## config.mk

```make
export PLATFORM = sky130hd
export DESIGN_NAME = panel_menu
export DESIGN_NICKNAME = d
export VERILOG_FILES = /design/src/inc/panel_pkg.sv /design/src/rtl/panel_menu.sv
export SDC_FILE = /design/constraint.sdc
export NUM_CORES = 1
export LEC_CHECK = 0
export ABC_AREA = 1
export BUFFER_PORTS_ARGS = -buffer_cell sky130_fd_sc_hd__buf_2
export CAP_MARGIN = 30
export CORE_MARGIN = 2
export CORE_UTILIZATION = 60
export CTS_CLUSTER_SIZE = 28
export DETAILED_ROUTE_END_ITERATION = 10
export MAX_ROUTING_LAYER = met4
export PLACE_DENSITY = 0.82
export SYNTH_ARGS = -nofsm -noshare
export SYNTH_HDL_FRONTEND = slang
export SYNTH_MEMORY_MAX_BITS = 65536
export SYNTH_SLANG_ARGS = --single-unit
```

## constraint.sdc

```tcl
create_clock -name hclk -period 6.4 [get_ports hclk]
set_input_delay 0.64 -clock hclk [delete_from_list [all_inputs] [get_ports hclk]]
set_output_delay 0.64 -clock hclk [all_outputs]
set_load 0.05 [all_outputs]
```

## src/inc/panel_pkg.sv

```systemverilog
// Constants, codes and carrier types for the front-panel menu controller
package panel_pkg;

	// Clock rate and key timing
	localparam int CLK_MHZ    = 250;
	localparam int TICK_US    = 1000;
	localparam int TICK_CYC   = CLK_MHZ * TICK_US;
	localparam int HOLD_MS    = 1000;
	localparam int HOLD_TICKS = (HOLD_MS * 1000) / TICK_US;

	// Menu limits and special items
	localparam logic [4:0] ITEM_MAX  = 5'h15;
	localparam logic [4:0] ITEM_IN   = 5'h05;
	localparam logic [4:0] ITEM_ENC  = 5'h06;
	localparam logic [4:0] ITEM_OUT  = 5'h07;
	localparam logic [4:0] ITEM_P9   = 5'h09;
	localparam logic [4:0] ITEM_P11  = 5'h0b;
	localparam logic [4:0] ITEM_P13  = 5'h0d;
	localparam logic [3:0] FN_MAX    = 4'hb;
	localparam logic [3:0] FN_ALM    = 4'h0;
	localparam logic [3:0] FN_INIT   = 4'h1;
	localparam logic [3:0] FN_JOG    = 4'h2;
	localparam logic [3:0] FN_AOFS   = 4'h3;
	localparam logic [3:0] FN_MOFS   = 4'h4;
	localparam logic [3:0] FN_ABS0   = 4'ha;
	localparam logic [3:0] ALM_DEPTH = 4'ha;
	localparam logic [1:0] PG_HIGH   = 2'h2;

	// Register byte offsets and fields
	localparam logic [7:0] A_CTRL    = 8'h00;
	localparam logic [7:0] A_STAT    = 8'h04;
	localparam logic [7:0] A_OFFS    = 8'h08;
	localparam logic [7:0] A_ALMN    = 8'h0c;
	localparam int         CTRL_ABS  = 0;
	localparam logic       CTRL_RST  = 1'b0;

	// Character codes for the display decoder
	localparam logic [4:0] C_BLANK = 5'h10;
	localparam logic [4:0] C_MINUS = 5'h11;
	localparam logic [4:0] C_N     = 5'h12;
	localparam logic [4:0] C_U     = 5'h13;
	localparam logic [4:0] C_P     = 5'h14;
	localparam logic [4:0] C_F     = 5'h0f;

	// Segment bits: a top, g middle, d bottom, dp
	localparam logic [7:0] SEG_TOP = 8'h01;
	localparam logic [7:0] SEG_BOT = 8'h08;
	localparam logic [7:0] SEG_MID = 8'h40;
	localparam logic [7:0] SEG_DP  = 8'h80;
	localparam logic [7:0] SEG_LB  = 8'h30;
	localparam logic [7:0] SEG_RB  = 8'h06;

	typedef enum logic [9:0] {
		S_STATUS = 10'h001,
		S_PARAM  = 10'h002,
		S_MSEL   = 10'h004,
		S_MVAL   = 10'h008,
		S_FSEL   = 10'h010,
		S_ALM    = 10'h020,
		S_INIT   = 10'h040,
		S_JOG    = 10'h080,
		S_AOFS   = 10'h100,
		S_FVIEW  = 10'h200
	} mode_e;

	// Input signal monitor bits, bit 0 is servo-on
	typedef struct packed {
		logic reverse_limit_input;
		logic forward_limit_input;
		logic counter_clear_input;
		logic alarm_reset_input;
		logic reverse_overtravel_input;
		logic forward_overtravel_input;
		logic proportional_ctrl_input;
		logic servo_on_input;
	} in_sig_s;

	typedef struct packed {
		logic mode;
		logic enter;
		logic inc;
		logic dec;
	} keys_s;

	// Monitor value as sign and eleven decimal digits
	typedef struct packed {
		logic             neg;
		logic [10:0][3:0] bcd;
	} mon_s;

	typedef logic [4:0][7:0] disp_t;

endpackage : panel_pkg

```

## src/rtl/panel_menu.sv

```systemverilog
// Front-panel menu controller: keys, monitor and utility menus, display
// Behaviour
// - Mode key cycles the four basic modes
// - Status display mode after reset
// - Monitor: step items, enter toggles value view
// - Monitor items numbered zero to twenty-one
// - Input monitor shows eight signal bits
// - Long counts shown over three pages
// - Fifth digit segment marks current page
// - Negative: fifth dp, page three minus
// - Up and down keys switch pages
// - Utility functions numbered zero to eleven
// - Functions ten, eleven need absolute encoder
// - Ten alarm history entries, browse, exit
// - Hold enter one second erases history
// - Hold enter one second initializes parameters
// - Initialization refused while servo on
// - Jog: mode toggles servo, keys rotate
// - Leaving jog forces servo off
// - Hold mode one second adjusts offset
// - Adjusted offset kept, shown in function four
// - Offset adjust only with servo off
module panel_menu
	import panel_pkg::*;
#(
	parameter int TICK_CYCLES = TICK_CYC
) (
	input  wire logic        hclk,
	input  wire logic        hresetn,
	input  wire logic        hsel,
	input  wire logic [31:0] haddr,
	input  wire logic [1:0]  htrans,
	input  wire logic        hwrite,
	input  wire logic [2:0]  hsize,
	input  wire logic [31:0] hwdata,
	input  wire logic        hready,
	output logic             hreadyout,
	output logic [31:0]      hrdata,
	output logic             hresp,
	input  wire keys_s       keys,
	input  wire in_sig_s     in_sig,
	input  wire logic [2:0]  enc_phase,
	input  wire logic [3:0]  out_sig,
	input  wire mon_s        mon,
	input  wire logic        alarm_evt,
	input  wire logic [7:0]  alarm_code,
	input  wire logic [15:0] ofs_meas,
	output logic [4:0]       mon_item,
	output disp_t            disp,
	output logic             servo_cmd,
	output logic             jog_fwd,
	output logic             jog_rev,
	output logic             param_init,
	output logic             ofs_adjust,
	output logic [15:0]      ref_offset
);

	////////////////////////////////////////////////////////////////////////
	// State record

	typedef struct packed {
		mode_e           mode;
		logic [4:0]      item;
		logic [3:0]      fn;
		logic [1:0]      page;
		logic            servo;
		logic [9:0][7:0] almq;
		logic [3:0]      alm_n;
		logic [3:0]      alm_i;
		logic [15:0]     offset;
		logic            abs_enc;
		logic            wpend;
		logic [7:0]      waddr;
		logic [31:0]     rdata;
		disp_t           disp;
		logic            jf;
		logic            jr;
		logic            init_p;
		logic            ofs_p;
		logic [17:0]     tdiv;
		keys_s           samp;
		keys_s           stab;
		keys_s           prev;
		logic [9:0]      hold;
		logic            long_done;
	} st_s;

	st_s s_q;
	st_s s_d;

	////////////////////////////////////////////////////////////////////////
	// Helpers

	// Character code to segments, dp off
	function automatic logic [7:0] seg(input logic [4:0] c);
		unique case (c)
			5'h00: seg = 8'h3f;
			5'h01: seg = 8'h06;
			5'h02: seg = 8'h5b;
			5'h03: seg = 8'h4f;
			5'h04: seg = 8'h66;
			5'h05: seg = 8'h6d;
			5'h06: seg = 8'h7d;
			5'h07: seg = 8'h07;
			5'h08: seg = 8'h7f;
			5'h09: seg = 8'h6f;
			5'h0a: seg = 8'h77;
			5'h0b: seg = 8'h7c;
			5'h0c: seg = 8'h39;
			5'h0d: seg = 8'h5e;
			5'h0e: seg = 8'h79;
			5'h0f: seg = 8'h71;
			5'h11: seg = 8'h40;
			5'h12: seg = 8'h54;
			5'h13: seg = 8'h3e;
			5'h14: seg = 8'h73;
			default: seg = 8'h00;
		endcase
	endfunction : seg

	// Five-digit label: two letters, then a number up to 29
	function automatic disp_t label(input logic [4:0] a, input logic [4:0] b, input logic [4:0] v);
		logic [4:0] t;
		t = (v >= 5'h14) ? 5'h02 : (v >= 5'h0a) ? 5'h01 : 5'h00;
		label = {seg(a), seg(b), seg(5'h00), seg(t), seg(5'(v - 5'(t * 5'h0a)))};
	endfunction : label

	// Step a value up or down between zero and a limit
	function automatic logic [4:0] step(input logic [4:0] v, input logic [4:0] mx, input logic up);
		if (up) begin
			step = (v == mx) ? v : 5'(v + 5'h01);
		end else begin
			step = (v == 5'h00) ? v : 5'(v - 5'h01);
		end
	endfunction : step

	function automatic logic multi(input logic [4:0] i);
		multi = (i == ITEM_P9) || (i == ITEM_P11) || (i == ITEM_P13);
	endfunction : multi

	////////////////////////////////////////////////////////////////////////
	// Next state

	always_comb begin
		logic       tick;
		logic       any_held;
		logic       long_ev;
		logic       ent_s;
		keys_s      pr;
		logic       srv_on;
		logic [7:0] bits;
		logic [4:0] ni;
		ni = 5'h00;
		bits = 8'h00;
		s_d = s_q;
		s_d.init_p = 1'b0;
		s_d.ofs_p = 1'b0;

		tick = (s_q.tdiv == 18'(TICK_CYCLES - 1));
		s_d.tdiv = tick ? 18'h00000 : 18'(s_q.tdiv + 18'h00001);
		if (tick) begin
			s_d.samp = keys;
			s_d.stab = (keys == s_q.samp) ? keys : s_q.stab;
		end
		s_d.prev = s_q.stab;
		pr = s_q.stab & ~s_q.prev;

		// hold timing for enter and mode
		any_held = s_q.stab.enter | s_q.stab.mode;
		long_ev = tick && any_held && (s_q.hold == 10'(HOLD_TICKS - 1));
		if (!any_held) begin
			s_d.hold = 10'h000;
		end else if (tick && (s_q.hold != 10'(HOLD_TICKS))) begin
			s_d.hold = 10'(s_q.hold + 10'h001);
		end
		if (long_ev) begin
			s_d.long_done = 1'b1;
		end else if (!any_held) begin
			s_d.long_done = 1'b0;
		end
		// Enter acts on release so a long hold is not also a short press
		ent_s = s_q.prev.enter && !s_q.stab.enter && !s_q.long_done;

		srv_on = in_sig.servo_on_input | s_q.servo;

		unique case (s_q.mode)
			S_STATUS: begin
				if (pr.mode) s_d.mode = S_PARAM;
			end
			S_PARAM: begin
				if (pr.mode) s_d.mode = S_MSEL;
			end
			S_MSEL: begin
				if (pr.mode) begin
					s_d.mode = S_FSEL;
				end else if (ent_s) begin
					s_d.mode = S_MVAL;
					s_d.page = 2'h0;
				end else if (pr.inc || pr.dec) begin
					ni = step(s_q.item, ITEM_MAX, pr.inc);
					if (ni == 5'h0a || ni == 5'h0c || ni == 5'h0e) begin
						ni = step(ni, ITEM_MAX, pr.inc);
					end
					s_d.item = ni;
				end
			end
			S_MVAL: begin
				if (ent_s) s_d.mode = S_MSEL;
				if (multi(s_q.item) && pr.inc && s_q.page != PG_HIGH) s_d.page = 2'(s_q.page + 2'h1);
				if (multi(s_q.item) && pr.dec && s_q.page != 2'h0) s_d.page = 2'(s_q.page - 2'h1);
			end
			S_FSEL: begin
				if (pr.mode) begin
					s_d.mode = S_STATUS;
				end else if (pr.inc || pr.dec) begin
					s_d.fn = 4'(step(5'(s_q.fn), 5'(FN_MAX), pr.inc));
				end else if (ent_s) begin
					s_d.alm_i = 4'h0;
					unique case (s_q.fn)
						FN_ALM: s_d.mode = S_ALM;
						FN_INIT: s_d.mode = S_INIT;
						FN_JOG: s_d.mode = S_JOG;
						FN_AOFS: s_d.mode = S_AOFS;
						default: if (s_q.fn < FN_ABS0 || s_q.abs_enc) s_d.mode = S_FVIEW;
					endcase
				end
			end
			S_ALM: begin
				if (ent_s) s_d.mode = S_FSEL;
				if (pr.inc && s_q.alm_i + 4'h1 < s_q.alm_n) s_d.alm_i = 4'(s_q.alm_i + 4'h1);
				if (pr.dec && s_q.alm_i != 4'h0) s_d.alm_i = 4'(s_q.alm_i - 4'h1);
				if (long_ev && s_q.stab.enter && s_q.alm_n != 4'h0) begin
					s_d.alm_n = 4'h0;
					s_d.alm_i = 4'h0;
				end
			end
			S_INIT: begin
				if (long_ev && s_q.stab.enter && !srv_on) s_d.init_p = 1'b1;
				if (s_q.prev.enter && !s_q.stab.enter) s_d.mode = S_FSEL;
			end
			S_JOG: begin
				if (pr.mode) s_d.servo = !s_q.servo;
				if (ent_s) begin
					s_d.mode = S_FSEL;
					s_d.servo = 1'b0;
				end
			end
			S_AOFS: begin
				if (long_ev && s_q.stab.mode && !srv_on) begin
					s_d.ofs_p = 1'b1;
					s_d.offset = ofs_meas;
				end
				if (ent_s) s_d.mode = S_FSEL;
			end
			S_FVIEW: begin
				if (ent_s) s_d.mode = S_FSEL;
			end
		endcase

		s_d.jf = (s_d.mode == S_JOG) && s_d.servo && s_q.stab.inc;
		s_d.jr = (s_d.mode == S_JOG) && s_d.servo && s_q.stab.dec && !s_q.stab.inc;

		// newest alarm pushed last so it survives a same-cycle erase
		if (alarm_evt) begin
			s_d.almq = {s_q.almq[8:0], alarm_code};
			if (s_d.alm_n != ALM_DEPTH) s_d.alm_n = 4'(s_d.alm_n + 4'h1);
		end

		// Bus slave: zero wait, write lands in the data phase
		if (s_q.wpend && hready && s_q.waddr == A_CTRL) s_d.abs_enc = hwdata[CTRL_ABS];
		if (hready) begin
			s_d.wpend = hsel && htrans[1] && hwrite;
			s_d.waddr = haddr[7:0];
			unique case (haddr[7:0])
				A_CTRL: s_d.rdata = {31'h00000000, s_d.abs_enc};
				A_STAT: s_d.rdata = {6'h00, s_q.mode, s_q.servo, s_q.page, s_q.fn, 4'h0, s_q.item};
				A_OFFS: s_d.rdata = {16'h0000, s_q.offset};
				A_ALMN: s_d.rdata = {28'h0000000, s_q.alm_n};
				default: s_d.rdata = 32'h00000000;
			endcase
		end

		// Display picture for the new state
		unique case (s_d.item)
			ITEM_IN: bits = in_sig;
			ITEM_ENC: bits = {2'h0, enc_phase, 3'h0};
			ITEM_OUT: bits = {4'h0, out_sig};
			default: bits = 8'h00;
		endcase
		unique case (s_d.mode)
			S_STATUS: s_d.disp = {5{seg(C_MINUS)}};
			S_PARAM: s_d.disp = {seg(C_P), seg(C_N), {3{seg(C_BLANK)}}};
			S_MSEL: s_d.disp = label(C_U, C_N, s_d.item);
			S_MVAL: begin
				if (s_d.item == ITEM_IN || s_d.item == ITEM_ENC || s_d.item == ITEM_OUT) begin
					// bit view, bit 0 rightmost, two bars per digit
					s_d.disp[4] = 8'h00;
					for (int k = 0; k < 4; k++) begin
						s_d.disp[k] = (bits[2*k] ? SEG_RB : 8'h00) | (bits[2*k+1] ? SEG_LB : 8'h00);
					end
				end else if (multi(s_d.item)) begin
					unique case (s_d.page)
						2'h0: s_d.disp[3:0] = {seg(5'(mon.bcd[3])), seg(5'(mon.bcd[2])),
							seg(5'(mon.bcd[1])), seg(5'(mon.bcd[0]))};
						2'h1: s_d.disp[3:0] = {seg(5'(mon.bcd[7])), seg(5'(mon.bcd[6])),
							seg(5'(mon.bcd[5])), seg(5'(mon.bcd[4]))};
						default: s_d.disp[3:0] = {seg(mon.neg ? C_MINUS : C_BLANK),
							seg(5'(mon.bcd[10])), seg(5'(mon.bcd[9])), seg(5'(mon.bcd[8]))};
					endcase
					s_d.disp[4] = (s_d.page == 2'h0) ? SEG_BOT : (s_d.page == 2'h1) ? SEG_MID : SEG_TOP;
					if (mon.neg) s_d.disp[4] = s_d.disp[4] | SEG_DP;
				end else begin
					// plain value, sign in the fifth digit
					s_d.disp = {seg(mon.neg ? C_MINUS : 5'(mon.bcd[4])), seg(5'(mon.bcd[3])),
						seg(5'(mon.bcd[2])), seg(5'(mon.bcd[1])), seg(5'(mon.bcd[0]))};
				end
			end
			S_ALM: begin
				if (s_d.alm_n == 4'h0) begin
					s_d.disp = {5{seg(C_MINUS)}};
				end else begin
					s_d.disp = {seg(5'(s_d.alm_i)), seg(C_BLANK), seg(C_BLANK),
						seg(5'(s_d.almq[s_d.alm_i][7:4])), seg(5'(s_d.almq[s_d.alm_i][3:0]))};
				end
			end
			default: begin
				// Function select and entered function views
				s_d.disp = label(C_F, C_N, 5'(s_d.fn)) | {SEG_DP, 32'h00000000};
				if (s_d.mode == S_FVIEW && s_d.fn == FN_MOFS) begin
					s_d.disp = {seg(s_d.offset[15] ? C_MINUS : C_BLANK),
						seg(5'(s_d.offset[15:12])), seg(5'(s_d.offset[11:8])),
						seg(5'(s_d.offset[7:4])), seg(5'(s_d.offset[3:0]))};
				end
				if (s_d.mode == S_JOG && s_d.servo) s_d.disp[0] = s_d.disp[0] | SEG_DP;
			end
		endcase
	end

	////////////////////////////////////////////////////////////////////////
	// Registers

	always_ff @(posedge hclk or negedge hresetn) begin
		if (!hresetn) begin
			s_q <= '0;
			s_q.mode <= S_STATUS;
			s_q.abs_enc <= CTRL_RST;
		end else begin
			s_q <= s_d;
		end
	end

	////////////////////////////////////////////////////////////////////////
	// Outputs

	// Bus answers OKAY with no wait states
	assign hreadyout  = 1'b1;
	assign hresp      = 1'b0;
	assign hrdata     = s_q.rdata;
	assign mon_item   = s_q.item;
	assign disp       = s_q.disp;
	assign servo_cmd  = s_q.servo;
	assign jog_fwd    = s_q.jf;
	assign jog_rev    = s_q.jr;
	assign param_init = s_q.init_p;
	assign ofs_adjust = s_q.ofs_p;
	assign ref_offset = s_q.offset;

endmodule : panel_menu

```

-- After elaboration in Yosys (flattened, before gate mapping)
Memories as Yosys holds them, arrays and structs flattened.
Index checks and enable logic that the tools add are counted.
- register bits: 253
- memories: 29
- bits in writable memories: 0
- ROM bits: 4032
- output and inout bits: 100
- latch bits: 0
- $add $sub $neg: 15
- multipliers: 2
- divide/modulo/power cells: 0
- bitwise operators: 8
- shift operators: 0
- eq/ne operators: 48
- reductions and logical operators: 52
- multiplexer cells: 93
- order comparisons: 7
- memory list (memory ; words ; width ; rd ports ; clocked after Yosys merged registers in ; wr ports ; RTL line ; RTL):
    (name not given) ; 32 ; 7 ; 1 ; 0 ; 0 ; panel_menu.sv:96 ; unique case (c)
    (name not given) ; 32 ; 7 ; 1 ; 0 ; 0 ; panel_menu.sv:96 ;
    (name not given) ; 32 ; 7 ; 1 ; 0 ; 0 ; panel_menu.sv:96 ;
    (name not given) ; 32 ; 7 ; 1 ; 0 ; 0 ; panel_menu.sv:96 ;
    (name not given) ; 32 ; 7 ; 1 ; 0 ; 0 ; panel_menu.sv:96 ;
    (name not given) ; 32 ; 7 ; 1 ; 0 ; 0 ; panel_menu.sv:96 ;
    +23 memories ; -- ; -- ; -- ; -- ; -- ; -- ;
- operators with widths (kind ; number):
    $pmux 40 s5 ; 1
    $mux 40 ; 4
    $mux 10 ; 13
    $pmux 26 s4 ; 1
    $mux 84 ; 1
    $mux 5 ; 16
    $pmux 10 s7 ; 1
    $pmux 32 s2 ; 1
    $mux 4 ; 13
    $eq 5x4->1 const B ; 9
    $pmux 10 s4 ; 1
    $bmux 8 s4 ; 1
    $mux 16 ; 2
    $mux 8 ; 4
    $eq 10x10->1 const B ; 3
    $logic_and 1x1->1 ; 25
    $mux 6 ; 4
    $or 3x6->6 ; 4
    $pmux 8 s3 ; 1
    $eq 10x1->1 const B ; 2
    $eq 10x2->1 const B ; 2
    $eq 10x3->1 const B ; 2
    $eq 10x4->1 const B ; 2
    $eq 10x6->1 const B ; 2
    other kinds (57) ; 110

-- Logic depth before layout (Yosys ltp)
Gate-level depths: netlist of run 1.
An unclocked memory read counts as a cell.
- word-level depth: 22
- depth in mapped cells: 37
- depth with buffers taken out: 36

-- Worst setup path after synthesis of run 1
OpenSTA, ideal clock, no wires.
- path type: reg2reg
- start: register s_q, in the netlist mon_item[1]
- end: register s_q, in the netlist disp[4]
- clock period less this slack: 4579 ps
- arrival time: 4508 ps
- setup slack: 1821 ps
- data required time: 6329 ps
- setup time: 71 ps
- cell stages (with the launch flop): 32
- cells stage by stage: dfrtp_1 buf_2 inv_1 ha_1 nand3_1 nand2_1 nand3_1 nand2_1 ha_1 inv_1 a21oi_1 nand3_1 nand2_1 nand2_1 nand2_1 nand2_1 nand2_1 nand2_2 nor2_2 nor2_1 nor2_1 ha_1 inv_1 fa_1 or2_2 nand2_1 inv_1 nor2_1 mux2_2 nand3_1 nand3_1 nand4_1
- RTL lines (element ; RTL line ; RTL):
    from (decl) ; panel_menu.sv:88 ; st_s s_q;

==> impl_results.md, run 1 <==
* Post-DR vias/cell at 5.705
* Total of max-cap violations at 0
* Clock Path Buffers at 3
* Min cycle time layout at 5.530 ns
* Most common cell after layout, fill and taps aside: nand2_1
* Initial Util at 61.00%
* Initial antenna violation count at 0
* Endpoints failing setup at 0
* Number of global-route vias before repair at 18880
* Slowest cell on crit path: dfrtp_1
* Reg2reg setup slack at 0.87 ns
* CTS tree: done
* CP peak stage delay at 0.47 ns
* Area of the die at 35670 sq um
* CP startpoint kind: register
* Design Power at 4.008 mW
* HP Class: in -> async
* Final HPWL DP at 43270 um
* Post-Route WL at 57660 um
* Total number of vias at 20070
* Post CTS Setup Buffer Count at 0
* Routed wire per std cell at 16.39 um
* CTS Hold Bufs at 0
* Ant. Diodes at 0
* Crit path capture type: register
* Remaining global-route overflow at 0
* Synth Instances at 2984
* # DRC at 0
* Yosys warning total at 0
* Post-Syn Area at 20510 sq um
* Arr. time, crit path at 6.03 ns
* RR Startpoint: mon_item[0]
* CP bufs+invs at 4
* CP Data Required Time at 6.90 ns
* Max-slew violations at 0
* Setup Skew at 0.01131 ns
* Area growth from synthesis to layout at 7.731%
* Worst slew pin tran at 0.9824 ns
* Worst-path clk slew at 0.06 ns
* EDFF count, synth at 0
* # fillers at 2983
* Die Wd at 188.9 um
* Pleak at 10.93 nW
* Max_slew headroom at 34.50%
* Register area share after synthesis at 29.78%
* Ports at 263
* Pre-antenna DRT Iters at 7
* Initial drt markers at 1812
* Worst path top cell family by delay: simple AND/OR/NAND/NOR gates
* Buffers on Ports at 192
* TritonCTS Sinks at 244
* Final nets at 3356
* Crit path launch: mon_item[0]
* Num CTS Buffers at 29
* Post-synth ARST share at 100.0%
* Most prevalent standard cell on the critical path: nand2_1
* Setup ws final at 0.8696 ns
* Outcome: finished, final reports clean
* Post_cts resized at 0
* Maximum number of pins on one net before global-route repair at 130
* Clk root buf: clkbuf_16
* Clock latency on the worst-skew pair at 0.57 ns
* Fin. Hold Viols at 0
* RSZ-0062 raised after global routing: no
* Final TNS setup at 0 ns
* Count of cell types in the netlist at 72
* FP Rows at 67
* GRT Util Overall at 32.75%
* Die height at 188.9 um
* Peak supply drop at 0.0002107 V
* Core box area at 33620 sq um
* Global-route wire length before repair at 93320 um
* Fmax at 180.8 MHz
* H-tree depth at 1
* Synth Register Bits at 244
* Dpl ws at 1.005 ns
* Critical path type: reg -> reg
* Final ANT Viol Nets at 0
* Mean Syn Cell Area at 6.872 sq um
* Hold Slack at 0.1885 ns
* Most frequent cells in the layout: nand2_1 (749), inv_1 (340), nand3_1 (270), o21ai_0 (251), dfrtp_1 (243)
* Share of layout cells above drive strength 1 at 15.67%
* Final core occ at 65.72%
* CP max FO at 10
* Placer Congestion at 0.9655
* Power per cell area at 181.4 nW/um^2
* Top FF cell, synth: dfrtp_1
* Final period utilization at 86.41%
[sequential cells by signal, summed over array words and instances (netlist names), 4 cells and up]
| name | count |
|---|---|
| ref_offset | 16 |
| hrdata | 26 |
| s_d | 4 |
| disp | 37 |
| mon_item | 5 |
| s_q | 151 |
[metal layers]
layer / up-vias / track usage, % / wire, um
li1: 9763 / - / -
met1: 9368 / 43.23 / 25030
met2: 790 / 52.71 / 26720
met3: 144 / 3.429 / 3800
met4: 0 / 11.57 / 2107
met5: - / - / 0
[worst register-to-register path: cells and delay by family (launching register included)]
kind	cells	cell delay (ns)
compound gates	1	0.17
fa+ha+maj	4	1.07
flops	1	0.47
mux	1	0.38
simple gates	20	2.80
buf+inv	4	0.56
[cell usage after synthesis, types with 9 or more instances]
library cell	n	area share, %
nand2_1	749	14
inv_1	340	6.2
nand3_1	270	6.6
o21ai_0	251	6.1
dfrtp_1	243	30
nor2_1	195	3.6
ha_1	145	8.8
a21oi_1	115	2.8
buf_4	104	3.8
inv_2	52	0.95
or2_2	52	1.6
clkbuf_1	48	0.88
nand4_1	46	1.4
o211ai_1	37	1.4
nor3_1	34	0.83
nand2_2	28	0.85
o22ai_1	27	0.82
buf_2	26	0.63
o21ai_1	23	0.56
nor2_2	21	0.64
nor2_4	18	0.99
o31ai_1	13	0.48
xor2_1	12	0.51
o21ai_2	11	0.47
a31oi_1	10	0.31
nand3b_1	9	0.33
[through the flow]
stage / instance area [sq um] / std cells
after floorplan: 20540 / 2993
after global placement: 21020 / 3462
after detailed placement: 21060 / 3464
after CTS: 22090 / 3517
after global routing: 22090 / 3517
final: 22090 / 3517
[logic make-up after synthesis]
logic type      share of synthesized area (%)
fa+ha+maj                               8.945
mux                                    0.1586
other cells                           0.03662
compound gates                          14.90
xor+xnor                               0.7688
flops                                   29.78
buf+inv                                 12.90
simple gates                            32.51
[area by class of cell]
cell class	count	area (sq um)	share of cell area, %
clock buffers	40	867.1	3.925
clock inverters	13	163.9	0.7420
inverters	398	1501	6.797
multi-input cells	2168	11790	53.36
flip-flops and latches	244	6107	27.64
well taps	448	560.5	2.537
repair buffers	206	1104	4.995
[report_power, final]
part,switching [mW],internal [mW]
combinational,0.390,0.192
clock,0.688,1.07
sequential,0.0425,1.63
[path summary, 6_finish.rpt]
kind / depth (start not counted) / end
max: 30 / disp[4]
min: 1 / s_q[7]
max reg2reg: 30 / disp[4]
min reg2reg: 0 / s_q[11]
max in group asynchronous: 2 / disp[27]
min in group hclk: 3 / s_q[155]
Note: power is estimated with default switching activity, not from simulation.
==> inputs of run 2 (changes only) <==
--- a/config.mk
+++ b/config.mk
@@ -9,11 +9,11 @@
 export BUFFER_PORTS_ARGS = -buffer_cell sky130_fd_sc_hd__buf_2
 export CAP_MARGIN = 30
 export CORE_MARGIN = 2
-export CORE_UTILIZATION = 60
+export CORE_UTILIZATION = 51
 export CTS_CLUSTER_SIZE = 28
 export DETAILED_ROUTE_END_ITERATION = 10
 export MAX_ROUTING_LAYER = met4
-export PLACE_DENSITY = 0.82
+export PLACE_DENSITY = 0.72
 export SYNTH_ARGS = -nofsm -noshare
 export SYNTH_HDL_FRONTEND = slang
 export SYNTH_MEMORY_MAX_BITS = 65536
==> impl_results.md, run 2 (same netlist as run 1, synthesis figures left out) <==
* Outcome: finished, final reports clean
* Maximum number of pins on one net before global-route repair at 132 (+1.5%)
* Total number of vias at 19850 (-1.1%)
* Crit path launch: mon_item[1]
* Post CTS Setup Buffer Count at 0 (unchanged)
* Post_cts resized at 0 (unchanged)
* RR Startpoint: mon_item[1]
* Die Wd at 204.5 um (+8.3%)
* Crit path capture type: register
* Storage cell area at 6107 sq um (unchanged)
* Design Power at 3.914 mW (-2.4%)
* Placer Congestion at 0.9476 (-1.9%)
* Num CTS Buffers at 28 (-3.4%)
* Power share of the clock group at 42.5% (-1.3 points)
* Post-DR vias/cell at 5.522 (-3.2%)
* Seq pwr share at 42.6% (+0.9 points)
* Number of global-route vias before repair at 18610 (-1.4%)
* Clock latency on the worst-skew pair at 0.59 ns (+0.02 ns)
* Initial Util at 51.61% (-9.4 points)
* Sw Share at 28.79% (+0.85 points)
* CP Data Required Time at 6.90 ns (about the same)
* Final HPWL DP at 44900 um (+3.8%)
* Area of the multi-input gates at 11790 sq um (unchanged)
* Area of the die at 41830 sq um (+17%)
* # placed instances at 3540 (+2.2%)
* Fmax at 180.0 MHz (-0.44%)
* Initial antenna violation count at 3 (+3)
* CP startpoint kind: register
* CTS Hold Bufs at 0 (unchanged)
* Buffers on Ports at 192 (unchanged)
* FP Rows at 73 (+9.0%)
* Worst-path clk slew at 0.07 ns (about the same)
* Fin. Hold Viols at 0 (unchanged)
* Number of flip-flops in the largest register at 151 (unchanged)
* Met3 usage at 2.864% (-0.57 points)
* Total of max-cap violations at 0 (unchanged)
* Final period utilization at 86.79% (+0.38 points)
* Max_slew headroom at 37.69% (+3.2 points)
* Endpoints failing setup at 0 (unchanged)
* M2 GR Usage at 45.13% (-7.6 points)
* # DRC at 0 (unchanged)
* Final ANT Viol Nets at 0 (unchanged)
* Max-slew violations at 0 (unchanged)
* Post-Route WL at 59390 um (+3.0%)
* Non-filler cells, final at 3595 (+2.2%)
* Final TNS setup at 0 ns (unchanged)
* Final nets at 3354 (-0.060%)
* Critical path type: reg -> reg
* RSZ-0062 raised after global routing: no
* TritonCTS Sinks at 244 (unchanged)
* Share of layout cells above drive strength 1 at 15.59% (-0.088 points)
* Clk root buf: clkbuf_16
* Top reg by flops: s_q
* Comb pwr share at 14.9% (+0.4 points)
* CTS tree: done
* Slowest cell on crit path: dfrtp_1
* Ports at 263 (unchanged)
* Area growth from synthesis to layout at 7.908%
* Die height at 204.5 um (+8.3%)
* H-tree depth at 1 (unchanged)
* Min cycle time layout at 5.555 ns (+0.02431 ns)
* Met1 Use GR at 39.18% (-4.0 points)
* Final core occ at 55.69% (-10 points)
* Peak supply drop at 0.0002072 V (-1.7%)
* Remaining global-route overflow at 0 (unchanged)
* CP peak stage delay at 0.57 ns (+0.10 ns)
* Setup Skew at 0.03782 ns (+0.02651 ns)
* Pre-antenna DRT Iters at 6 (-1)
* CP max FO at 10 (unchanged)
* Sw Pwr at 1.127 mW (+0.61%)
* Worst slew pin tran at 0.9318 ns (-0.05060 ns)
* Routed wire per std cell at 16.52 um (+0.76%)
* Gr busiest metal: met2
* Most prevalent standard cell on the critical path: nand2_1
* Initial drt markers at 1753 (-3.3%)
* Arr. time, crit path at 6.05 ns (+0.02 ns)
* Clock Path Buffers at 3 (unchanged)
* HP Class: in -> async
* Most common cell after layout, fill and taps aside: nand2_1
* Most frequent cells in the layout: nand2_1 (749), inv_1 (340), nand3_1 (270), o21ai_0 (251), dfrtp_1 (243)
* Power per cell area at 176.9 nW/um^2 (-2.5%)
* Internal cell power at 2.787 mW (-3.5%)
* Core box area at 39730 sq um (+18%)
* GRT Util Overall at 28.86% (-3.9 points)
* # fillers at 3894 (+31%)
* Global-route wire length before repair at 95050 um (+1.9%)
* Pleak at 10.88 nW (-0.41%)
==> run 2: cell count changes in the layout (fill, tap and decap cells not counted), sizes merged <==
cell / delta
clkinvlp: +2
inv: -2
clkbuf: -7
clkinv: +6
buf: -1
diode: +3
==> run 2: worst max-delay path, delay by kind of cell, from the launching register on <==
family	cells	cell delay, ns
AO/OA/AOI/OAI	1	0.16
adder cells (fa/ha/maj)	4	1.00
buffers and inverters	5	0.52
flip-flops	1	0.57
multiplexers	1	0.37
AND/OR/NAND/NOR	22	2.90
==> run 2: layout make-up <==
type | instances | area share, %
clock buffers | 33 | 3.387
clock inverters | 19 | 0.9782
multi-input cells | 2168 | 53.27
inverters | 398 | 6.785
flip-flops and latches | 244 | 27.60
repair buffers | 205 | 4.976
well taps | 525 | 2.969
diodes | 3 | 0.03393
==> run 2: per-layer routing <==
layer  wire length, um  up-vias  share of wire (%)
met5                 0        -                  0
met4              2038        0                3.4
met3              3827      116                6.4
met2             26870      724                 45
met1             26650     9261                 45
li1                  -     9750                  -
==> run 2: worst paths after layout <==
path / slack (ns) / cells past startpoint / to
max: 0.85 / 33 / disp[4]
max reg2reg: 0.85 / 33 / disp[4]
min reg2reg: 0.42 / 0 / s_q[11]
min: 0.1 / 1 / s_q[19]
max in group asynchronous: 5.05 / 2 / disp[13]
min in group hclk: 0.28 / 3 / s_q[155]
==> run 2: power groups by stage <==
stage          combinational, mW  sequential [mW]  clock, mW
2_1_floorplan              0.398             1.69          0
3_3_place_gp               0.554             1.69          0
3_5_place_dp               0.576             1.70          0
4_1_cts                    0.581             1.67       1.70
5_1_grt                    0.668             1.68       1.77
6_report                   0.583             1.67       1.66
==> run 2: stage by stage <==
stage	setup slack (ns)	area, sq um	hold WS (ns)
after floorplan	1.821	20540	0.3444
after global placement	1.083	21130	0.3965
after detailed placement	0.9746	21150	0.3975
after CTS	0.9383	22120	0.1376
after global routing	0.3757	22130	0.1455
final	0.8453	22130	0.09957
